<file path="src/pkg/adc_seq_pkg.sv">
// constants for the converter sequencer and window comparator
package adc_seq_pkg;
   // ----------------------------------------
   // register addresses
   // ----------------------------------------
   localparam logic [7:0] ADDR_CONTROL_ONE = 8'hb2;
   localparam logic [7:0] ADDR_CONTROL_TWO = 8'hb3;
   localparam logic [7:0] ADDR_RESULT_HIGH = 8'hb4;
   localparam logic [7:0] ADDR_RESULT_LOW = 8'hb5;
   localparam logic [7:0] ADDR_WINDOW_UPPER = 8'hb6;
   localparam logic [7:0] ADDR_WINDOW_LOWER = 8'hb7;
   localparam logic [7:0] REG_RESET = 8'h00;
   // ----------------------------------------
   // control one bit positions
   // ----------------------------------------
   localparam int BIT_START_BUSY = 7;
   localparam int BIT_CONV_DONE = 6;
   localparam int BIT_REPEAT = 5;
   localparam int BIT_PIN_TRIGGER = 4;
   localparam int BIT_RANGE_GATE = 3;
   localparam int BIT_RANGE_HIT = 2;
   localparam int BIT_POWER = 1;
   localparam int BIT_OUTSIDE = 0;
   // ----------------------------------------
   // control two fields
   // ----------------------------------------
   localparam int BIT_HIGH_FORMAT = 7;
   localparam int CHAN_LSB = 4;
   localparam int PRESCALE_LSB = 0;
   // ----------------------------------------
   // conversion timing in converter clocks
   // ----------------------------------------
   localparam logic [3:0] SAMPLE_CLOCKS = 4'h5;
   localparam logic [3:0] CONVERT_CLOCKS = 4'ha;
   localparam logic [4:0] TOTAL_CLOCKS = 5'h10;
endpackage

</file>
<file path="src/adc_sequencer.sv">
// converter sequencer with register file, result format and window check
`timescale 1ns/1ps
`default_nettype none
module adc_sequencer (
   input wire logic SYS_CLK,
   input wire logic RST,
   input wire logic [7:0] REG_ADDR,
   input wire logic REG_WR,
   input wire logic [7:0] REG_WDATA,
   input wire logic [7:0] REG_RD_ADDR,
   output logic [7:0] REG_RDATA,
   input wire logic START_PIN,
   input wire logic [9:0] SAR_RESULT,
   output logic ANALOG_POWER,
   output logic [2:0] CHANNEL,
   output logic SAMPLE,
   output logic CONVERT,
   output logic CONV_IRQ
);
   typedef enum logic [1:0] {
      IDLE = 2'b00,
      SAMPLING = 2'b01,
      CONVERTING = 2'b10
   } seq_state_t;

   seq_state_t state, next_state;
   logic [7:0] ctrl_one, next_ctrl_one;
   logic [7:0] ctrl_two, next_ctrl_two;
   logic [9:0] result, next_result;
   logic [7:0] upper_limit, next_upper_limit;
   logic [7:0] lower_limit, next_lower_limit;
   logic [2:0] chan_latch, next_chan_latch;
   logic [3:0] div_latch, next_div_latch;
   logic [3:0] phase, next_phase;
   logic pin_last, next_pin_last;
   logic [7:0] next_rdata;
   logic next_irq;
   logic tick;
   logic window_hit;
   logic running;
   logic start_req;
   logic finish;

   // --------------------------------
   // helper blocks
   // --------------------------------
   adc_prescaler u_prescaler (
      .clk(SYS_CLK),
      .rst(RST),
      .run(running),
      .divide(div_latch),
      .tick(tick)
   );

   adc_window_compare u_window (
      .result(SAR_RESULT),
      .upper_limit(upper_limit),
      .lower_limit(lower_limit),
      .outside(ctrl_one[adc_seq_pkg::BIT_OUTSIDE]),
      .hit(window_hit)
   );

   // formats the high byte from the stored result
   function automatic logic [7:0] high_byte(input logic [9:0] r, input logic fmt);
      high_byte = fmt ? {6'h00, r[9:8]} : r[9:2];
   endfunction

   // --------------------------------
   // sequencer and register next values
   // --------------------------------
   // the analog side is trusted to present a settled code on the final tick
   always_comb begin
      next_state = state;
      next_ctrl_one = ctrl_one;
      next_ctrl_two = ctrl_two;
      next_result = result;
      next_upper_limit = upper_limit;
      next_lower_limit = lower_limit;
      next_chan_latch = chan_latch;
      next_div_latch = div_latch;
      next_phase = phase;
      next_pin_last = START_PIN;
      running = (state != IDLE);
      finish = 1'b0;
      start_req = 1'b0;

      // plain register writes, done bit included; busy bit handled below
      if (REG_WR) begin
         case (REG_ADDR)
            adc_seq_pkg::ADDR_CONTROL_ONE: begin
               next_ctrl_one[6:0] = REG_WDATA[6:0];
               if (!ctrl_one[adc_seq_pkg::BIT_START_BUSY] && REG_WDATA[adc_seq_pkg::BIT_START_BUSY]) begin
                  start_req = 1'b1;
               end
            end
            adc_seq_pkg::ADDR_CONTROL_TWO: next_ctrl_two = REG_WDATA;
            adc_seq_pkg::ADDR_RESULT_HIGH: begin
               if (ctrl_two[adc_seq_pkg::BIT_HIGH_FORMAT]) begin
                  next_result[9:8] = REG_WDATA[1:0];
               end else begin
                  next_result[9:2] = REG_WDATA;
               end
            end
            adc_seq_pkg::ADDR_RESULT_LOW: next_result[7:0] = REG_WDATA;
            adc_seq_pkg::ADDR_WINDOW_UPPER: next_upper_limit = REG_WDATA;
            adc_seq_pkg::ADDR_WINDOW_LOWER: next_lower_limit = REG_WDATA;
            default: begin
            end
         endcase
      end

      // falling edge on the external start pin
      if (ctrl_one[adc_seq_pkg::BIT_PIN_TRIGGER] && pin_last && !START_PIN) begin
         start_req = 1'b1;
      end

      case (state)
         IDLE: begin
            if (start_req && ctrl_one[adc_seq_pkg::BIT_POWER]) begin
               next_state = SAMPLING;
               next_phase = 4'h0;
               next_ctrl_one[adc_seq_pkg::BIT_START_BUSY] = 1'b1;
               next_chan_latch = ctrl_two[adc_seq_pkg::CHAN_LSB +: 3];
               next_div_latch = ctrl_two[adc_seq_pkg::PRESCALE_LSB +: 4];
            end
         end
         SAMPLING: begin
            if (tick) begin
               next_phase = phase + 4'h1;
               if (phase == adc_seq_pkg::SAMPLE_CLOCKS - 4'h1) begin
                  next_state = CONVERTING;
                  next_phase = 4'h0;
               end
            end
         end
         CONVERTING: begin
            if (tick) begin
               next_phase = phase + 4'h1;
               // ten approximation clocks; the eleventh tick is the completion clock
               if (phase == adc_seq_pkg::CONVERT_CLOCKS) begin
                  finish = 1'b1;
               end
            end
         end
         default: next_state = IDLE;
      endcase

      // write of 0 to busy is ignored while running
      if (running) begin
         next_ctrl_one[adc_seq_pkg::BIT_START_BUSY] = 1'b1;
      end

      if (finish) begin
         next_result = SAR_RESULT;
         next_ctrl_one[adc_seq_pkg::BIT_CONV_DONE] = 1'b1;
         next_ctrl_one[adc_seq_pkg::BIT_RANGE_HIT] = window_hit;
         if (next_ctrl_one[adc_seq_pkg::BIT_REPEAT]) begin
            next_state = SAMPLING;
            next_phase = 4'h0;
            next_chan_latch = ctrl_two[adc_seq_pkg::CHAN_LSB +: 3];
            next_div_latch = ctrl_two[adc_seq_pkg::PRESCALE_LSB +: 4];
         end else begin
            next_state = IDLE;
            next_ctrl_one[adc_seq_pkg::BIT_START_BUSY] = 1'b0;
         end
      end

      // power removal wins over everything
      if (!next_ctrl_one[adc_seq_pkg::BIT_POWER]) begin
         next_state = IDLE;
         next_phase = 4'h0;
         next_ctrl_one[adc_seq_pkg::BIT_START_BUSY] = 1'b0;
      end
   end

   // --------------------------------
   // read mux and interrupt
   // --------------------------------
   // read data registered one cycle after the read address
   always_comb begin
      case (REG_RD_ADDR)
         adc_seq_pkg::ADDR_CONTROL_ONE: next_rdata = ctrl_one;
         adc_seq_pkg::ADDR_CONTROL_TWO: next_rdata = ctrl_two;
         adc_seq_pkg::ADDR_RESULT_HIGH: next_rdata = high_byte(result, ctrl_two[adc_seq_pkg::BIT_HIGH_FORMAT]);
         adc_seq_pkg::ADDR_RESULT_LOW: next_rdata = result[7:0];
         adc_seq_pkg::ADDR_WINDOW_UPPER: next_rdata = upper_limit;
         adc_seq_pkg::ADDR_WINDOW_LOWER: next_rdata = lower_limit;
         default: next_rdata = 8'h00;
      endcase
      if (next_ctrl_one[adc_seq_pkg::BIT_RANGE_GATE]) begin
         next_irq = next_ctrl_one[adc_seq_pkg::BIT_CONV_DONE] & next_ctrl_one[adc_seq_pkg::BIT_RANGE_HIT];
      end else begin
         next_irq = next_ctrl_one[adc_seq_pkg::BIT_CONV_DONE];
      end
   end

   // --------------------------------
   // state registers
   // --------------------------------
   always_ff @(posedge SYS_CLK) begin
      if (RST) begin
         state <= IDLE;
         ctrl_one <= adc_seq_pkg::REG_RESET;
         ctrl_two <= adc_seq_pkg::REG_RESET;
         result <= 10'h000;
         upper_limit <= adc_seq_pkg::REG_RESET;
         lower_limit <= adc_seq_pkg::REG_RESET;
         chan_latch <= 3'h0;
         div_latch <= 4'h0;
         phase <= 4'h0;
         pin_last <= 1'b1;
         REG_RDATA <= 8'h00;
         ANALOG_POWER <= 1'b0;
         CHANNEL <= 3'h0;
         SAMPLE <= 1'b0;
         CONVERT <= 1'b0;
         CONV_IRQ <= 1'b0;
      end else begin
         state <= next_state;
         ctrl_one <= next_ctrl_one;
         ctrl_two <= next_ctrl_two;
         result <= next_result;
         upper_limit <= next_upper_limit;
         lower_limit <= next_lower_limit;
         chan_latch <= next_chan_latch;
         div_latch <= next_div_latch;
         phase <= next_phase;
         pin_last <= next_pin_last;
         REG_RDATA <= next_rdata;
         ANALOG_POWER <= next_ctrl_one[adc_seq_pkg::BIT_POWER];
         CHANNEL <= next_chan_latch;
         SAMPLE <= (next_state == SAMPLING);
         CONVERT <= (next_state == CONVERTING);
         CONV_IRQ <= next_irq;
      end
   end
endmodule
`default_nettype wire

</file>
<file path="src/adc_prescaler.sv">
// converter clock tick generator dividing the machine clock by n+1
`timescale 1ns/1ps
`default_nettype none
module adc_prescaler (
   input wire logic clk,
   input wire logic rst,
   input wire logic run,
   input wire logic [3:0] divide,
   output logic tick
);
   logic [3:0] count;
   logic [3:0] next_count;
   logic next_tick;

   // --------------------------------
   // divide counter
   // --------------------------------
   // counter restarts when the sequencer leaves idle, not between repeat conversions; the registered tick adds one cycle before the first
   // >= so that a smaller divide latched in repeat mode cannot let the count run past it
   always_comb begin
      next_count = count;
      next_tick = 1'b0;
      if (!run) begin
         next_count = 4'h0;
      end else if (count >= divide) begin
         next_count = 4'h0;
         next_tick = 1'b1;
      end else begin
         next_count = count + 4'h1;
      end
   end

   always_ff @(posedge clk) begin
      if (rst) begin
         count <= 4'h0;
         tick <= 1'b0;
      end else begin
         count <= next_count;
         tick <= next_tick;
      end
   end
endmodule
`default_nettype wire

</file>
<file path="src/adc_window_compare.sv">
// window comparator on the upper eight result bits
`timescale 1ns/1ps
`default_nettype none
module adc_window_compare (
   input wire logic [9:0] result,
   input wire logic [7:0] upper_limit,
   input wire logic [7:0] lower_limit,
   input wire logic outside,
   output logic hit
);
   logic [7:0] result_upper_bits;

   // --------------------------------
   // match equation
   // --------------------------------
   // upper and lower carry no meaning of their own; swapping them changes nothing
   always_comb begin
      result_upper_bits = result[9:2];
      hit = outside ^ (upper_limit < result_upper_bits) ^ (lower_limit < result_upper_bits);
   end
endmodule
`default_nettype wire

</file>
<file path="config.mk">
export PLATFORM = sky130hd
export DESIGN_NAME = adc_sequencer
export DESIGN_NICKNAME = d
export VERILOG_FILES = /design/src/pkg/adc_seq_pkg.sv /design/src/adc_sequencer.sv /design/src/adc_prescaler.sv /design/src/adc_window_compare.sv
export SDC_FILE = /design/constraint.sdc
export NUM_CORES = 1
export LEC_CHECK = 0
export BUFFER_PORTS_ARGS = -buffer_cell sky130_fd_sc_hd__buf_2
export CORE_MARGIN = 2
export CORE_UTILIZATION = 48
export DETAILED_ROUTE_END_ITERATION = 10
export PLACE_DENSITY = 0.69
export SKIP_CTS_REPAIR_TIMING = 1
export SYNTH_ARGS = -nofsm -noshare
export SYNTH_HDL_FRONTEND = slang
export SYNTH_HIERARCHICAL = 1
export SYNTH_SLANG_ARGS = --single-unit
</file>
<file path="constraint.sdc">
create_clock -name SYS_CLK -period 7.3 [get_ports SYS_CLK]
set_clock_uncertainty 0.2 [all_clocks]
set_input_delay 0.365 -clock SYS_CLK [delete_from_list [all_inputs] [get_ports SYS_CLK]]
set_output_delay 0.365 -clock SYS_CLK [all_outputs]
set_load 0.02 [all_outputs]
</file>
Word-level counts from Yosys, hierarchy flattened. Index checks and enable logic that the tools add are counted.

Magnitude comparators: 3. Mux-type cells: 48. Eq/ne operators: 19. Bitwise logic cells: 5. Add/subtract/negate cells: 2. Reduce and logical (&&, ||, !) cells: 22.

Operators by type and width (number): $eq A8 B8 Y1 const B (12); $pmux W8 S6 (1); $mux W4 (10); $mux W10 (2); $mux W2 (9); $lt A8 B8 Y1 (2); $mux W1 (15); $mux W7 (2); $mux W3 (4); $pmux W4 S3 (1); $pmux W6 S2 (1); $reduce_and A2 Y1 (6); $add A4 B1 Y4 const B (2); $mux W8 (1); $reduce_bool A2 Y1 (4); $mux W6 (1); $pmux W2 S3 (1); $eq A2 B1 Y1 const B (2); $eq A2 B2 Y1 const B (2); $eq A4 B3 Y1 const B (1); $eq A4 B4 Y1 const B (1); $ge A4 B4 Y1 (1); $logic_and A1 B1 Y1 (4); $reduce_or A2 Y1 (2); other kinds (9) (12).

Word-level logic and storage cells: 120. Register bits: 73. Input bits: 38.

Depth between registers and ports, before layout.
Depth after elaboration: 14. Depth in mapped cells: 9.

Hierarchy. Netlist, hierarchy kept.

Modules (own cells, without submodules): adc_sequencer (instances 1, cells an instance 349, area each 3344.5 µm², seq. area each 1341.3 µm²); adc_window_compare (instances 1, cells an instance 41, area each 360.3 µm², seq. area each 0.0 µm²); adc_prescaler (instances 1, cells an instance 28, area each 270.3 µm², seq. area each 100.1 µm²).

Worst setup path before layout. No wires, ideal clock.

Path kind: input to register. Start: in SAR_RESULT[3]. End: reg CONV_IRQ. Setup slack: 4880 ps. Stages on the path: 8. Library setup time: 136 ps. Data arrival time: 2084 ps. Cells stage by stage: inv_1 > ha_1 > a2111oi_0 > nor3_1 > a2111oi_4 > xnor3_1 > nor3_1 > a211oi_1.

Word-level cells in the longest chain between the ends: 6.

Ends and longest elaborated chain: start: declaration (line adc_sequencer.sv:13) `input wire logic [9:0] SAR_RESULT,`; $lt A8 B8 Y1 (line adc_window_compare.sv:19) `hit = outside ^ (upper_limit < result_upper_bits) ^ (lower_limit < result_upper_bits);`; $xor A1 B1 Y1 (line adc_window_compare.sv:19); $xor A1 B1 Y1 (*) (line adc_window_compare.sv:19); named net window_hit (line adc_sequencer.sv:39) `logic window_hit;`; $mux W1 (*) (line adc_sequencer.sv:153) `if (finish) begin`; $and A1 B1 Y1 (*) (line adc_sequencer.sv:191) `next_irq = next_ctrl_one[adc_seq_pkg::BIT_CONV_DONE] & next_ctrl_one[adc_seq_pkg::BIT_RANGE_HIT];`; $mux W1 (*) (line adc_sequencer.sv:190) `if (next_ctrl_one[adc_seq_pkg::BIT_RANGE_GATE]) begin`; end signal: assignment (line adc_sequencer.sv:234) `CONV_IRQ <= next_irq;`; end: declaration (line adc_sequencer.sv:18) `output logic CONV_IRQ`.

The timed path passes the listed nets; every way through them passes the cells marked *. A chain may end at the register's enable or synchronous reset.

Worst setup path after layout.
Start: reg state[1]. End: reg result[2].

Word-level cells in the longest chain between the ends: 4.

Ends and longest elaborated chain: start: declaration (line adc_sequencer.sv:26) `seq_state_t state, next_state;`; start signal: assignment (line adc_sequencer.sv:219) `state <= next_state;`; $eq A2 B2 Y1 (*) (line adc_sequencer.sv:117) `case (state)`; $mux W1 (*) (line adc_sequencer.sv:117); $ne A3 B3 Y1 (no source line) (tied with other cells); $reduce_and A3 Y1 (no source line); end signal: assignment (line adc_sequencer.sv:222) `result <= next_result;`; end: declaration (line adc_sequencer.sv:29) `logic [9:0] result, next_result;`.

Every way passes the cells marked *; elsewhere a longest branch is shown, timed or not.

==> impl_metrics.py <==
metrics = {
    "sta": {
        "hold_slack_ns": 0.02926,
        "setup-tns-final_ns": 0,
        "fin_crit_sh_pct": 34.70,
        "tightestPinTransition_ns": 0.7359,
        "clock.fmax_mhz": 394.8,
        "setup_ws_ns": 4.767,
        "rsz0062_at_grt": "false",
        "setup_viol": 0,
        "max_slew_margin_pct": 50.81,
        "drv_slew": 0,
        "finalHoldViolCount": 0,
        "fin_crit_ns": 2.533,
    },
    "pwr": {
        "ir_drop_v": 0.00009954,
        "netSwitchingPower_w": 0.0001839,
        "swShare_pct": 23.33,
        "leakage_nw": 1.790,
        "p_clk_share_pct": 43.8,
        "p_int_w": 0.0006046,
        "combPwrFrac_pct": 6.3,
        "power_frac_seq_pct": 49.9,
        "p_per_area_mw_per_mm2": 175.3,
    },
    "synthesis": {
        "avgSynthCellArea_um2": 9.510,
        "synth_edf_count": 0,
        "ys_warn_count": 6,
        "async_reset_ff_share_pct": 0,
        "syn_area_mm2": 0.003975,
        "yosysSeqAreaShare_pct": 36.26,
        "synth-seq-cells": 72,
        "synth_nets": 478,
        "yosysUniqueCellTypes": 58,
        "ys_top_cells_by_area": "dfxtp_1 36%, mux2i_1 12%, ha_1 6.9%",
        "synth_top_area_share_pct": 36.26,
        "synth_cells": 418,
        "synth_top_flop_cell": "dfxtp_1",
        "synth_top_cell_by_area": "dfxtp_1",
    },
    "routing": {
        "drc_errors": 0,
        "drtAntennaViolNets": 0,
        "avgRoutedWirePerCell_um": 16.57,
        "vias": 3222,
        "drtPass1Iterations": 4,
        "vias_per_cell": 5.663,
        "finalWirelength_um": 9426,
        "drtIter0Drc": 145,
    },
    "global_route": {
        "grt_max_degree": 66,
        "grt-ovfl-total": 0,
        "grt_usage_pct": 22.22,
        "grt_antenna_before_repair": 0,
        "grt_pass1_vias": 3139,
        "grt_pass1_wl_um": 15320,
    },
    "die": {
        "coreArea_mm2": 0.008134,
        "start_util_pct": 48.87,
        "fp-row-count": 33,
        "die_area_mm2": 0.009025,
        "die-width_um": 95,
        "ios": 53,
        "die_height_um": 95,
    },
    "clock_network": {
        "root_buffer": "clkbuf_8",
        "cts_tree": "built",
        "cts_max_level": 3,
        "cts_buffers": 9,
        "path_clk_slew_ns": 0.08,
        "clock_latency_ns": 0.35,
        "cts_max_path_buffers": 2,
        "clock-sinks": 72,
    },
    "worst_setup_path": {
        "path_max_fanout": 23,
        "path_class": "reg2reg",
        "crit_arrival_ns": 2.54,
        "end_kind": "flip-flop",
        "worst_ep_required_time_ns": 7.31,
        "start_kind": "flip-flop",
    },
    "final_layout": {
        "diodes": 0,
        "mostFrequentLayoutCells": "72 x dfxtp_1, 52 x buf_2, 47 x mux2i_1",
        "finalInstanceArea_mm2": 0.004499,
        "final_common_cell": "dfxtp_1",
        "layout-drive-gt1-share_pct": 21.12,
        "fin_nets": 519,
        "area_growth_syn_to_layout_pct": 13.19,
    },
    "hold_path": {
        "worstHoldPathType": "in2reg",
    },
    "run": {
        "maxCapViolations": 0,
    },
    "placement": {
        "gp_congestion": 0.8782,
        "place_area_mm2": 0.004279,
        "place_ws_ns": 4.527,
        "dpl.hpwl_um": 7104,
        "portBuffers": 52,
    },
    "run_status": {
        "status": "finished, final reports clean",
    },
}
==> state kept, by name (all words and copies together) (netlist names), 2 cells and up <==
signal             flops
lower_limit            8
ctrl_two               8
phase                  4
ctrl_one               8
u_prescaler/count      4
REG_RDATA              8
div_latch              4
chan_latch             3
upper_limit            8
state                  2
result                10
==> final timing paths <==
path / from / end / slack [ns] / cells past startpoint
setup reg to reg: state[1]$_SDFF_PP0_ / result[2]$_SDFFE_PP0P_ / 4.77 / 4
hold / removal: START_PIN / pin_last$_SDFF_PP1_ / 0.03 / 2
setup / recovery: state[1]$_SDFF_PP0_ / result[2]$_SDFFE_PP0P_ / 4.77 / 4
hold reg to reg: chan_latch[2]$_SDFF_PP0_ / chan_latch[2]$_SDFF_PP0_ / 0.28 / 2
==> through the flow <==
stage / total power, W / instances / utilization [%]
floorplan: 0.0004295 / 418 / -
global route: 0.0008194 / 569 / 55.31
CTS: 0.0007937 / 569 / 55.31
global placement: 0.0004505 / 553 / 52.61
detailed placement: 0.0004512 / 553 / 52.61
finish: 0.0007886 / 569 / 55.31
==> logic make-up after synthesis <==
group / after synthesis / share of synthesized area [%]
buf+inv: 43 / 4.281
fa+ha+maj: 23 / 7.176
flops: 72 / 36.26
mux: 63 / 18.92
simple gates: 141 / 19.36
xor+xnor: 3 / 1.007
compound gates: 73 / 13.00
==> power by group through the flow <==
| stage | Sequential (W) | Combinational, W | Clock, W |
|---|---|---|---|
| 6_report | 0.000393 | 0.0000496 | 0.000346 |
| 4_1_cts | 0.000393 | 0.0000490 | 0.000351 |
| 3_5_place_dp | 0.000403 | 0.0000486 | 0 |
| 2_1_floorplan | 0.000402 | 0.0000271 | 0 |
| 3_3_place_gp | 0.000403 | 0.0000479 | 0 |
| 5_1_grt | 0.000393 | 0.0000535 | 0.000373 |
==> critical path, stage by stage, from the launching register on <==
cell and delay (ns):
dfxtp_1 0.54, nand2_1 0.16, or4b_2 0.95, nand2b_1 0.39
o22ai_1 0.15
==> area by class of cell <==
| class | count | area, µm² |
|---|---|---|
| Multi-Input combinational cell | 303 | 2364 |
| Sequential cell | 72 | 1441 |
| Inverter | 20 | 75.07 |
| Clock buffer | 9 | 123.9 |
| Tap cell | 105 | 131.4 |
| Clock inverter | 7 | 96.34 |
| Timing Repair Buffer | 53 | 267.8 |
| Fill cell | 724 | 3635 |
==> synthesized netlist by cell type (all sizes together) (2+ instances only) <==
cell type,instances
a2111oi,7
a211oi,6
a21boi,2
a21o,3
a21oi,17
a22oi,3
a2bb2oi,2
a311oi,2
a31oi,4
and3,2
buf,2
clkbuf,21
dfxtp,72
ha,22
inv,20
mux2,7
mux2i,48
mux4,8
nand2,20
nand2b,29
nand3,3
nand3b,2
nand4,3
nand4b,2
nor2,46
nor2b,4
nor3,8
nor3b,7
nor4b,2
o211ai,2
o21ai,13
o22ai,8
o31ai,2
or2,2
or3,4
or4b,2
==> metal layers <==
metal  vias up  routed length [µm]  track usage, %
li1       1587                   -               -
met1      1550                4483           29.97
met2        76                4392           35.82
met3         9                 452           5.347
met4         0                  97           5.676
met5         -                   0               0
(Power assumes the default switching activity.)
